--- config.mk ---
export PLATFORM = sky130hd
export DESIGN_NAME = iep_ctrl
export DESIGN_NICKNAME = d
export VERILOG_FILES = /design/src/logic/iep_pkg.sv /design/src/logic/iep_prio_pick.sv /design/src/logic/iep_sfr_reg.sv /design/src/logic/iep_ctrl.sv
export SDC_FILE = /design/constraint.sdc
export NUM_CORES = 1
export LEC_CHECK = 0
export ABC_AREA = 1
export BUFFER_PORTS_ARGS = -buffer_cell sky130_fd_sc_hd__buf_4
export CAP_MARGIN = 10
export CORE_MARGIN = 10
export CORE_UTILIZATION = 45
export CTS_CLUSTER_DIAMETER = 40
export DETAILED_ROUTE_END_ITERATION = 16
export MAX_ROUTING_LAYER = met4
export PLACE_DENSITY_LB_ADDON = 0.1
export SLEW_MARGIN = 5
export SYNTH_ARGS = -nofsm -noshare
export SYNTH_HDL_FRONTEND = slang
export SYNTH_HIERARCHICAL = 1
export SYNTH_SLANG_ARGS = --single-unit
--- constraint.sdc ---
create_clock -name clk_i -period 2.4 [get_ports clk_i]
set_input_delay 0.24 -clock clk_i [delete_from_list [all_inputs] [get_ports clk_i]]
set_output_delay 0.24 -clock clk_i [all_outputs]
set_load 0.05 [all_outputs]
--- src/logic/iep_pkg.sv ---
//==============================================================================
// Interrupt enable and priority register bank constants
//==============================================================================
// Overview of operation
// Base priority bits 7..6 read 11, ignore writes.
// Base priority bit 5 sets Timer 2 level.
// Base priority bit 4 sets UART level.
// Base bits 3..0: Timer1, ext1, Timer0, ext0 levels.
// Enable-one bit 7 gates comparator 1 rising.
// Enable-one bit 6 gates comparator 1 falling.
// Enable-one bits 5,4 gate comparator 0 rise/fall.
// Enable-one bit 3 gates counter array requests.
// Enable-one bit 2 gates ADC window interrupt.
// Enable-one bit 1 SMBus, bit 0 SPI.
// Enable-two bit 7 gates crystal valid request.
// Enable-two bit 6 reserved, reads 0, write 0.
// Enable-two bits 5..2 gate external 7..4.
// Enable-two bit 1 ADC end, bit 0 Timer 3.
// Priority-one bits 7..4 set comparator levels.
// Priority-one bits 3..0: counter, window, SMBus, SPI.
// Priority-two bit 7 sets crystal valid level.
// Priority-two bit 6 reserved, reads 0, write 0.
// Priority-two bits 5..2 set external 7..4 levels.
// Priority-two bit 1 ADC end, bit 0 Timer 3.
// High preempts low; high never preempted; default low.
// Same cycle: higher level first, then fixed order.
// Requests sampled and decoded every clock cycle.
// Request needs flag, own enable and global enable.
// Writes affect arbitration from the next cycle.
package iep_pkg;

  //============================================================================
  // Register addresses and reset values
  //============================================================================
  localparam logic [7:0] IEP_ADDR_BASE_PRI = 8'hB8;
  localparam logic [7:0] IEP_ADDR_EXT_EN1  = 8'hE6;
  localparam logic [7:0] IEP_ADDR_EXT_EN2  = 8'hE7;
  localparam logic [7:0] IEP_ADDR_EXT_PRI1 = 8'hF6;
  localparam logic [7:0] IEP_ADDR_EXT_PRI2 = 8'hF7;
  localparam logic [7:0] IEP_RESET_VALUE   = 8'h00;

  //============================================================================
  // Writable masks and forced read bits
  //============================================================================
  localparam logic [7:0] IEP_BASE_PRI_WMASK = 8'h3F;
  localparam logic [7:0] IEP_BASE_PRI_ONES  = 8'hC0;
  localparam logic [7:0] IEP_EXT2_WMASK     = 8'hBF;
  localparam logic [7:0] IEP_FULL_WMASK     = 8'hFF;

  //============================================================================
  // Source layout: index is the fixed arbitration order, 0 wins ties
  //============================================================================
  localparam int IEP_NUM_SRC  = 21;
  localparam int IEP_SRC_W    = 5;
  localparam int IEP_RSV_SRC  = 20;
  localparam logic [4:0] IEP_NO_SRC = 5'h1F;

  typedef enum logic [1:0] {
    IEP_LVL_NONE,
    IEP_LVL_LOW,
    IEP_LVL_HIGH
  } iep_level_e;

endpackage

--- src/logic/iep_prio_pick.sv ---
//==============================================================================
// Fixed-order picker: lowest set index wins
//==============================================================================
module iep_prio_pick #(
  parameter int N = 21,
  parameter int W = 5
) (
  // Candidate vector
  input  wire logic [N-1:0] req_i,
  // Result
  output logic              hit_o,
  output logic [W-1:0]      idx_o
);

  initial
  begin
    if (N > (1 << W) - 1)
      $error("iep_prio_pick: index width too small");
  end

  // Scan from the top down so the lowest index is the last to overwrite.
  always_comb
  begin
    hit_o = 1'b0;
    idx_o = '1;
    for (int i = N - 1; i >= 0; i--)
    begin
      if (req_i[i])
      begin
        hit_o = 1'b1;
        idx_o = W'(i);
      end
    end
  end

endmodule

--- src/logic/iep_sfr_reg.sv ---
//==============================================================================
// One special function register with a writable bit mask
//==============================================================================
module iep_sfr_reg #(
  parameter logic [7:0] ADDR  = 8'h00,
  parameter logic [7:0] WMASK = 8'hFF
) (
  // Clock and reset
  input  wire logic       clk_i,
  input  wire logic       rst_b_i,
  // Write port
  input  wire logic       wr_en_i,
  input  wire logic [7:0] wr_addr_i,
  input  wire logic [7:0] wr_data_i,
  // Stored value
  output logic [7:0]      value_o
);

  logic       hit;
  logic [7:0] value_r;
  logic [7:0] value_nxt;

  // Masked bits never store, so reserved and unused bits stay at reset.
  assign hit       = wr_en_i && (wr_addr_i == ADDR);
  assign value_nxt = hit ? (wr_data_i & WMASK) : value_r;
  assign value_o   = value_r;

  // Synchronous reset clears the register.
  always_ff @(posedge clk_i)
  begin
    if (!rst_b_i)
      value_r <= iep_pkg::IEP_RESET_VALUE;
    else
      value_r <= value_nxt;
  end

endmodule

--- src/logic/iep_ctrl.sv ---
//==============================================================================
// Interrupt enable and priority register bank with arbiter
//==============================================================================
module iep_ctrl #(
  parameter int NUM_SRC = iep_pkg::IEP_NUM_SRC
) (
  // Clock and reset
  input  wire logic               clk_i,
  input  wire logic               rst_b_i,
  // Special function register port
  input  wire logic               sfr_wr_i,
  input  wire logic               sfr_rd_i,
  input  wire logic [7:0]         sfr_addr_i,
  input  wire logic [7:0]         sfr_wdata_i,
  output logic [7:0]              sfr_rdata_o,
  output logic                    sfr_hit_o,
  // Base enables kept outside this block
  input  wire logic               global_en_i,
  input  wire logic [5:0]         base_en_i,
  // Source flags in fixed order
  input  wire logic [NUM_SRC-1:0] src_flag_i,
  // Core service state
  input  wire logic               svc_low_i,
  input  wire logic               svc_high_i,
  // Arbiter result
  output logic                    irq_req_o,
  output logic                    irq_high_o,
  output logic [4:0]              irq_idx_o
);

  initial
  begin
    if (NUM_SRC != iep_pkg::IEP_NUM_SRC)
      $error("iep_ctrl: source count must match the register layout");
  end

  //============================================================================
  // Register storage
  //============================================================================
  logic [7:0] base_interrupt_priority;
  logic [7:0] extended_enable_one;
  logic [7:0] extended_enable_two;
  logic [7:0] extended_priority_one;
  logic [7:0] extended_priority_two;

  iep_sfr_reg #(
    .ADDR  (iep_pkg::IEP_ADDR_BASE_PRI),
    .WMASK (iep_pkg::IEP_BASE_PRI_WMASK)
  ) u_base_pri (
    .clk_i     (clk_i),
    .rst_b_i   (rst_b_i),
    .wr_en_i   (sfr_wr_i),
    .wr_addr_i (sfr_addr_i),
    .wr_data_i (sfr_wdata_i),
    .value_o   (base_interrupt_priority)
  );

  iep_sfr_reg #(
    .ADDR  (iep_pkg::IEP_ADDR_EXT_EN1),
    .WMASK (iep_pkg::IEP_FULL_WMASK)
  ) u_ext_en1 (
    .clk_i     (clk_i),
    .rst_b_i   (rst_b_i),
    .wr_en_i   (sfr_wr_i),
    .wr_addr_i (sfr_addr_i),
    .wr_data_i (sfr_wdata_i),
    .value_o   (extended_enable_one)
  );

  iep_sfr_reg #(
    .ADDR  (iep_pkg::IEP_ADDR_EXT_EN2),
    .WMASK (iep_pkg::IEP_EXT2_WMASK)
  ) u_ext_en2 (
    .clk_i     (clk_i),
    .rst_b_i   (rst_b_i),
    .wr_en_i   (sfr_wr_i),
    .wr_addr_i (sfr_addr_i),
    .wr_data_i (sfr_wdata_i),
    .value_o   (extended_enable_two)
  );

  iep_sfr_reg #(
    .ADDR  (iep_pkg::IEP_ADDR_EXT_PRI1),
    .WMASK (iep_pkg::IEP_FULL_WMASK)
  ) u_ext_pri1 (
    .clk_i     (clk_i),
    .rst_b_i   (rst_b_i),
    .wr_en_i   (sfr_wr_i),
    .wr_addr_i (sfr_addr_i),
    .wr_data_i (sfr_wdata_i),
    .value_o   (extended_priority_one)
  );

  iep_sfr_reg #(
    .ADDR  (iep_pkg::IEP_ADDR_EXT_PRI2),
    .WMASK (iep_pkg::IEP_EXT2_WMASK)
  ) u_ext_pri2 (
    .clk_i     (clk_i),
    .rst_b_i   (rst_b_i),
    .wr_en_i   (sfr_wr_i),
    .wr_addr_i (sfr_addr_i),
    .wr_data_i (sfr_wdata_i),
    .value_o   (extended_priority_two)
  );

  //============================================================================
  // Read decode
  //============================================================================
  logic       addr_hit;
  logic [7:0] rd_mux;
  logic [7:0] sfr_rdata_r;
  logic       sfr_hit_r;

  // The unused top bits of the base priority register always read as ones.
  assign rd_mux =
    (sfr_addr_i == iep_pkg::IEP_ADDR_BASE_PRI) ?
      (base_interrupt_priority | iep_pkg::IEP_BASE_PRI_ONES) :
    (sfr_addr_i == iep_pkg::IEP_ADDR_EXT_EN1)  ? extended_enable_one :
    (sfr_addr_i == iep_pkg::IEP_ADDR_EXT_EN2)  ? extended_enable_two :
    (sfr_addr_i == iep_pkg::IEP_ADDR_EXT_PRI1) ? extended_priority_one :
    (sfr_addr_i == iep_pkg::IEP_ADDR_EXT_PRI2) ? extended_priority_two :
    8'h00;
  assign addr_hit = (sfr_addr_i == iep_pkg::IEP_ADDR_BASE_PRI)
                 || (sfr_addr_i == iep_pkg::IEP_ADDR_EXT_EN1)
                 || (sfr_addr_i == iep_pkg::IEP_ADDR_EXT_EN2)
                 || (sfr_addr_i == iep_pkg::IEP_ADDR_EXT_PRI1)
                 || (sfr_addr_i == iep_pkg::IEP_ADDR_EXT_PRI2);

  // Read data is registered: a read answers one cycle after it is asked.
  always_ff @(posedge clk_i)
  begin
    if (!rst_b_i)
    begin
      sfr_rdata_r <= 8'h00;
      sfr_hit_r   <= 1'b0;
    end
    else
    begin
      sfr_rdata_r <= sfr_rd_i ? rd_mux : 8'h00;
      sfr_hit_r   <= sfr_rd_i && addr_hit;
    end
  end

  assign sfr_rdata_o = sfr_rdata_r;
  assign sfr_hit_o   = sfr_hit_r;

  //============================================================================
  // Per-source enable and priority vectors, fixed order 0..20
  //============================================================================
  logic [NUM_SRC-1:0] src_en;
  logic [NUM_SRC-1:0] src_pri;

  // Base sources: ext0, timer0, ext1, timer1, UART, timer2.
  // Then SPI, SMBus, window, counter array, cmp0 fall/rise, cmp1
  // fall/rise, timer3, ADC end, ext4..7, crystal valid. The reserved
  // bit has no source, so it takes no slot in the vector.
  assign src_en = {
    extended_enable_two[7],
    extended_enable_two[5:2],
    extended_enable_two[1:0],
    extended_enable_one[7], extended_enable_one[6],
    extended_enable_one[5:4],
    extended_enable_one[3],
    extended_enable_one[2],
    extended_enable_one[1:0],
    base_en_i
  };

  assign src_pri = {
    extended_priority_two[7],
    extended_priority_two[5:2],
    extended_priority_two[1:0],
    extended_priority_one[7:4],
    extended_priority_one[3:0],
    base_interrupt_priority[5],
    base_interrupt_priority[4],
    base_interrupt_priority[3:0]
  };

  //============================================================================
  // Gating and level split
  //============================================================================
  logic [NUM_SRC-1:0] live;
  logic [NUM_SRC-1:0] live_high;
  logic [NUM_SRC-1:0] live_low;

  // Enables come straight from the stored registers, so a write is seen by
  // the arbiter on the first cycle after it completes.
  assign live      = src_flag_i & src_en & {NUM_SRC{global_en_i}};
  assign live_high = live & src_pri;
  assign live_low  = live & ~src_pri;

  logic            hi_hit;
  logic            lo_hit;
  logic [4:0]      hi_idx;
  logic [4:0]      lo_idx;

  iep_prio_pick #(
    .N (NUM_SRC),
    .W (iep_pkg::IEP_SRC_W)
  ) u_pick_high (
    .req_i (live_high),
    .hit_o (hi_hit),
    .idx_o (hi_idx)
  );

  iep_prio_pick #(
    .N (NUM_SRC),
    .W (iep_pkg::IEP_SRC_W)
  ) u_pick_low (
    .req_i (live_low),
    .hit_o (lo_hit),
    .idx_o (lo_idx)
  );

  //============================================================================
  // Preemption and final choice
  //============================================================================
  logic                     take_high;
  logic                     take_low;
  iep_pkg::iep_level_e      pick_lvl;

  // A running high routine blocks everything; a running low routine lets
  // only high requests through.
  assign take_high = hi_hit && !svc_high_i;
  assign take_low  = lo_hit && !svc_high_i && !svc_low_i;

  // High level is considered before low in the same cycle.
  assign pick_lvl = take_high ? iep_pkg::IEP_LVL_HIGH :
                    take_low  ? iep_pkg::IEP_LVL_LOW  :
                    iep_pkg::IEP_LVL_NONE;

  logic       irq_req_r;
  logic       irq_high_r;
  logic [4:0] irq_idx_r;
  logic       req_nxt;
  logic       high_nxt;
  logic [4:0] idx_nxt;

  always_comb
  begin
    case (pick_lvl)
      iep_pkg::IEP_LVL_HIGH:
      begin
        req_nxt  = 1'b1;
        high_nxt = 1'b1;
        idx_nxt  = hi_idx;
      end
      iep_pkg::IEP_LVL_LOW:
      begin
        req_nxt  = 1'b1;
        high_nxt = 1'b0;
        idx_nxt  = lo_idx;
      end
      default:
      begin
        req_nxt  = 1'b0;
        high_nxt = 1'b0;
        idx_nxt  = iep_pkg::IEP_NO_SRC;
      end
    endcase
  end

  // Decision is re-made on every clock, one cycle of detection latency.
  always_ff @(posedge clk_i)
  begin
    if (!rst_b_i)
    begin
      irq_req_r  <= 1'b0;
      irq_high_r <= 1'b0;
      irq_idx_r  <= iep_pkg::IEP_NO_SRC;
    end
    else
    begin
      irq_req_r  <= req_nxt;
      irq_high_r <= high_nxt;
      irq_idx_r  <= idx_nxt;
    end
  end

  assign irq_req_o  = irq_req_r;
  assign irq_high_o = irq_high_r;
  assign irq_idx_o  = irq_idx_r;
endmodule

After elaboration in Yosys (flattened, before gate mapping)
Index checks and enable logic that the tools add are counted.
- equal/unequal tests: 7
- muxes and demuxes: 94
- bitwise operators: 5
- reduce and logical (&&, ||, !) cells: 17
- operators by type and width (cell ; count):
    5-bit two-way mux ; 32
    21-bit AND ; 4
    1-bit two-way mux ; 45
    8-bit equality test (second input constant) ; 5
    4-bit two-way mux ; 10
    8-bit two-way mux ; 5
    21-bit inverter ; 1
    5-bit one-hot mux with 2 select lines ; 1
    1-bit logical AND ; 9
    1-bit logical OR ; 4
    2-bit by 1-bit equality test with 1-bit output (second input constant) ; 1
    2-bit equality test (second input constant) ; 1
    1-bit logical NOT ; 2
    2-bit two-way mux ; 1
    2-bit AND reduction ; 1
    2-bit OR reduction ; 1
- bits in registers: 52
- output and inout port bits: 16

Logic depth before layout (Yosys ltp)
- depth after elaboration: 31
- gate-level depth with buffers: 26

Cells and area by module
The synthesis kept the hierarchy.
- modules (own cells, without submodules) (module ; instances ; cells each ; area an instance (sq um) ; sequential area each (sq um)):
    iep_ctrl ; 1 ; 242 ; 1365.1 ; 320.3
    iep_prio_pick ; 2 ; 70 ; 285.3 ; 0.0
    iep_sfr_reg (u_ext_en1) ; 1 ; 79 ; 501.7 ; 160.2
    iep_sfr_reg (u_ext_pri1) ; 1 ; 73 ; 462.9 ; 160.2
    iep_sfr_reg (u_ext_en2) ; 1 ; 66 ; 432.9 ; 140.1
    iep_sfr_reg (u_ext_pri2) ; 1 ; 66 ; 425.4 ; 140.1
    iep_sfr_reg (u_base_pri) ; 1 ; 59 ; 382.9 ; 120.1

Worst setup path before layout
No wires, ideal clock.
- path kind: input port to flip-flop
- start point: input global_en_i
- end point: register irq_idx_r[0] (netlist: irq_idx_o[0])
- library setup time: 115 ps
- arrival time: 1834 ps
- required time: 2285 ps
- setup slack: 451 ps
- stages on the path: 25
- path buffers: 1
- cell sequence: clkbuf_1 -> nand3_1 -> nor2_1 -> inv_1 -> nand2_1 -> nand2_1 -> nand2_1 -> nand2_1 -> nand2_1 -> nand2_1 -> nand2_1 -> nand2_1 -> nand2_1 -> nand2_1 -> nand2_1 -> nand2_1 -> nand2_1 -> nand2_1 -> nand2_1 -> nand2_1 -> nand2_1 -> a21oi_2 -> nand3b_1 -> o21ai_0 -> inv_1
- RTL lines (what ; RTL line ; text):
    start: declaration ; iep_ctrl.sv:18 ; input wire logic global_en_i,
    21-bit AND ; iep_ctrl.sv:189 ; assign live = src_flag_i & src_en & {NUM_SRC{global_en_i}};
    21-bit AND ; iep_ctrl.sv:191 ; assign live_low = live & ~src_pri;
    named net live_low[18] ; iep_ctrl.sv:185 ; logic [NUM_SRC-1:0] live_low;
    4-bit two-way mux (3 in series) ; iep_prio_pick.sv:28 ; if (req_i[i])
    5-bit two-way mux (16 in series) ; iep_prio_pick.sv:28 ;
    named net lo_idx[0] ; iep_ctrl.sv:196 ; logic [4:0] lo_idx;
    5-bit one-hot mux with 2 select lines ; iep_ctrl.sv:242 ; case (pick_lvl)
    end signal: assignment ; iep_ctrl.sv:271 ; irq_idx_r <= iep_pkg::IEP_NO_SRC;
    end signal: assignment ; iep_ctrl.sv:277 ; irq_idx_r <= idx_nxt;
    end: declaration ; iep_ctrl.sv:235 ; logic [4:0] irq_idx_r;
The timed path passes the listed nets, and every way through them passes these cells.
A chain may end at the register's enable or synchronous reset.

Final worst setup path
- start point: register u_ext_en2.value_r[7] (netlist: u_ext_en2/value_o[7])
- end point: register irq_idx_r[0] (netlist: irq_idx_o[0])
- RTL lines (what ; RTL line ; text):
    start: declaration ; iep_sfr_reg.sv:20 ; logic [7:0] value_r;
    start signal: assignment ; iep_sfr_reg.sv:32 ; value_r <= iep_pkg::IEP_RESET_VALUE;
    start signal: assignment ; iep_sfr_reg.sv:34 ; value_r <= value_nxt;
    21-bit AND (2 in series) ; iep_ctrl.sv:189 ;
    21-bit AND ; iep_ctrl.sv:191 ;
    named net live_low[20] ; iep_ctrl.sv:185 ;
    4-bit two-way mux (5 in series) ; iep_prio_pick.sv:28 ;
    5-bit two-way mux (16 in series) ; iep_prio_pick.sv:28 ;
    named net lo_idx[0] ; iep_ctrl.sv:196 ;
    5-bit one-hot mux with 2 select lines ; iep_ctrl.sv:242 ;
The timed path passes the listed nets, and every way through them passes these cells.

==> qor.yml <==
clock_network:
  ctsRootBufferMaster: "clkbuf_8"
  cts_num_sinks: 52
  hold_buffers: 0
  post_cts_resized: 0
  ctsHtreeMaxLevel: 2
  cts_made_buffers: 5
  post_cts_buffers: 0
  clk_pin_slew_worst_paths_ns: 0.11
  clkLatencyLatePin_ns: 0.32
  clk_path_buf_depth: 2
  cts_tree: "built"
timing:
  fin_tns_setup_ns: 0
  fin_crit_sh_pct: 84.2
  max_freq_mhz: 495
  skew_ns: 0.0137
  slew_violations: 0
  relSlewSlack_pct: 66.0
  finalSetupViolCount: 0
  tightest_slew_ns: 0.505
  rsz0062_at_grt: "no"
  min_period_ns: 2.02
  final_hold_viol_count: 0
  setup_ws_ns: 0.380
floorplanning:
  start_util_pct: 46.8
  die_h_um: 116
  io_pins: 66
  die_area_um2: 13400
  core_um2: 8810
  die_w_um: 116
  num_rows: 34
routing:
  drc: 0
  met3_length_um: 477
  num_vias: 4234
  antenna_left: 0
  dr_wl_met2_um: 5710
  routed_wl_um: 12300
  wl_met1_um: 5940
  dr.pass1.iters: 5
  dr.max_layer_used: "met4"
  dr.first_iter.drc_count: 371
  avgRoutedWirePerCell_um: 13.8
  viasPerCell: 4.73
power_and_ir_drop:
  p_leak_nw: 2.37
  vdd_drop_max_v: 0.000263
  power_density_nw_per_um2: 359
  fin_total_pwr_w: 0.00172
setup_path:
  crit_chain: "nand3_1, nor2_1, nand2_1, nand2_1, nand2_1, nand2_1, nand2_1, nand2_1, nand2_1, nand2_1, nand2_1, nand2_1, nand2_1, nand2_1, nand2_1, nand2_1, nand2_1, nand2_1, nand2_1, nand2_1, a21oi_2, nand3b_1, o21ai_0, inv_1"
  critPathMaxStageDelay_ns: 0.41
  cp-end-kind: "flip-flop"
  r2r_start: "u_ext_en2/value_o[7]"
  worstSetupStartpointType: "flip-flop"
  cp_max_fo: 3
  ff2ff_setup_slack_ns: 0.38
  crit_type: "reg -> reg"
  arrival_ns: 2.24
  slowest_stage: "dfxtp_1"
  path_delay_family: "simple AND/OR/NAND/NOR gates"
  rr_worst_depth: 24
  cp.required_ns: 2.62
  crit_top_cell: "nand2_1"
  worst-path-buf-inv: 1
  regToRegEndpoint: "irq_idx_o[0]"
layout:
  layout.cells.most_common: "inv_1"
  multi_input_area_um2: 2250
  fin_cells: 895
  area_growth_pct: 16.1
  drive_gt1_share_pct: 15.6
  num-fill-cells: 965
  antenna_cells: 0
  regArea_um2: 1040
  layout_common_cells: "inv_1, nand2_1, nor2_1, buf_4, nand3_1"
  nNetsFinal: 836
synth:
  yosys_warnings: 6
  syn_inst: 722
  netlist_area_um2: 4120
  avgSynthCellArea_um2: 5.71
  syn-num-nets: 772
min_path:
  hold_path_depth: 4
  hp-class: "in -> reg"
  hp-start: "svc_high_i"
  min_to: "irq_high_o"
place:
  portBuffers: 65
  detailedPlace.worstSlack_ns: 0.288
  placed_cells: 887
  place.gp.congestion: 0.868
  dp_hpwl_um: 10000
global_routing:
  track_usage_pct: 19.0
  grt_max_degree: 37
  grt_pass1_vias: 3993
  grt_pass1_wl_um: 19800
  grt_antenna_before_repair: 0
  grt_overflow_total: 0
job:
  drv_cap: 0
run_status:
  outcome: "completed"
flip-flops by register name, indices dropped and copies added, names as in the netlist:
signal / cells
irq_high_o: 1
irq_idx_o: 5
irq_req_o: 1
sfr_hit_o: 1
sfr_rdata_o: 8
u_base_pri/value_o: 6
u_ext_en1/value_o: 8
u_ext_en2/value_o: 7
u_ext_pri1/value_o: 8
u_ext_pri2/value_o: 7
tightest hold or removal path, delay by kind of cell:
| family | cells | cell delay [ns] |
|---|---|---|
| buffers and inverters | 2 | 0.11 |
| and+or+nand+nor | 2 | 0.11 |
routing by layer:
layer | up-vias | GRT usage, %
met5 | - | -
met3 | 14 | 2.53
li1 | 2274 | -
met4 | 0 | 5.00
met1 | 1869 | 24.0
met2 | 77 | 31.3
where the power goes:
part	total, W	internal, W	switching, W
clock	0.000562	0.000216	0.000345
sequential	0.000870	0.000867	0.00000256
combinational	0.000289	0.000108	0.000182
total	0.00172	0.00119	0.000530
final cells by class:
cell class              instances  area share (%)
flip-flops and latches         52            21.8
clock buffers                   5            1.44
clock inverters                 3           0.549
repair buffers                 68            10.7
multi-input cells             457            46.9
well taps                     108            2.82
inverters                     202            15.8
metrics by stage:
step	utilization [%]	hold slack (ns)	area (um2)
global placement	53.3	0.506	4690
detailed placement	53.3	0.515	4690
floorplan	-	0.361	4120
global route	54.3	0.210	4790
finish	54.3	0.180	4790
CTS	54.3	0.176	4790
worst max path at each step:
stage / start / endpoint / slack [ns] / cells past startpoint
after CTS: u_ext_en2/value_o[7] / irq_idx_o[0] / 0.36 / 24
after global placement: global_en_i / irq_idx_o[0] / 0.31 / 25
after floorplan: global_en_i / irq_idx_o[0] / 0.45 / 25
after detailed placement: global_en_i / irq_idx_o[0] / 0.29 / 25
after global routing: u_ext_en2/value_o[7] / irq_idx_o[0] / 0.04 / 24
final: u_ext_en2/value_o[7] / irq_idx_o[0] / 0.38 / 24
(Power assumes the default switching activity.)
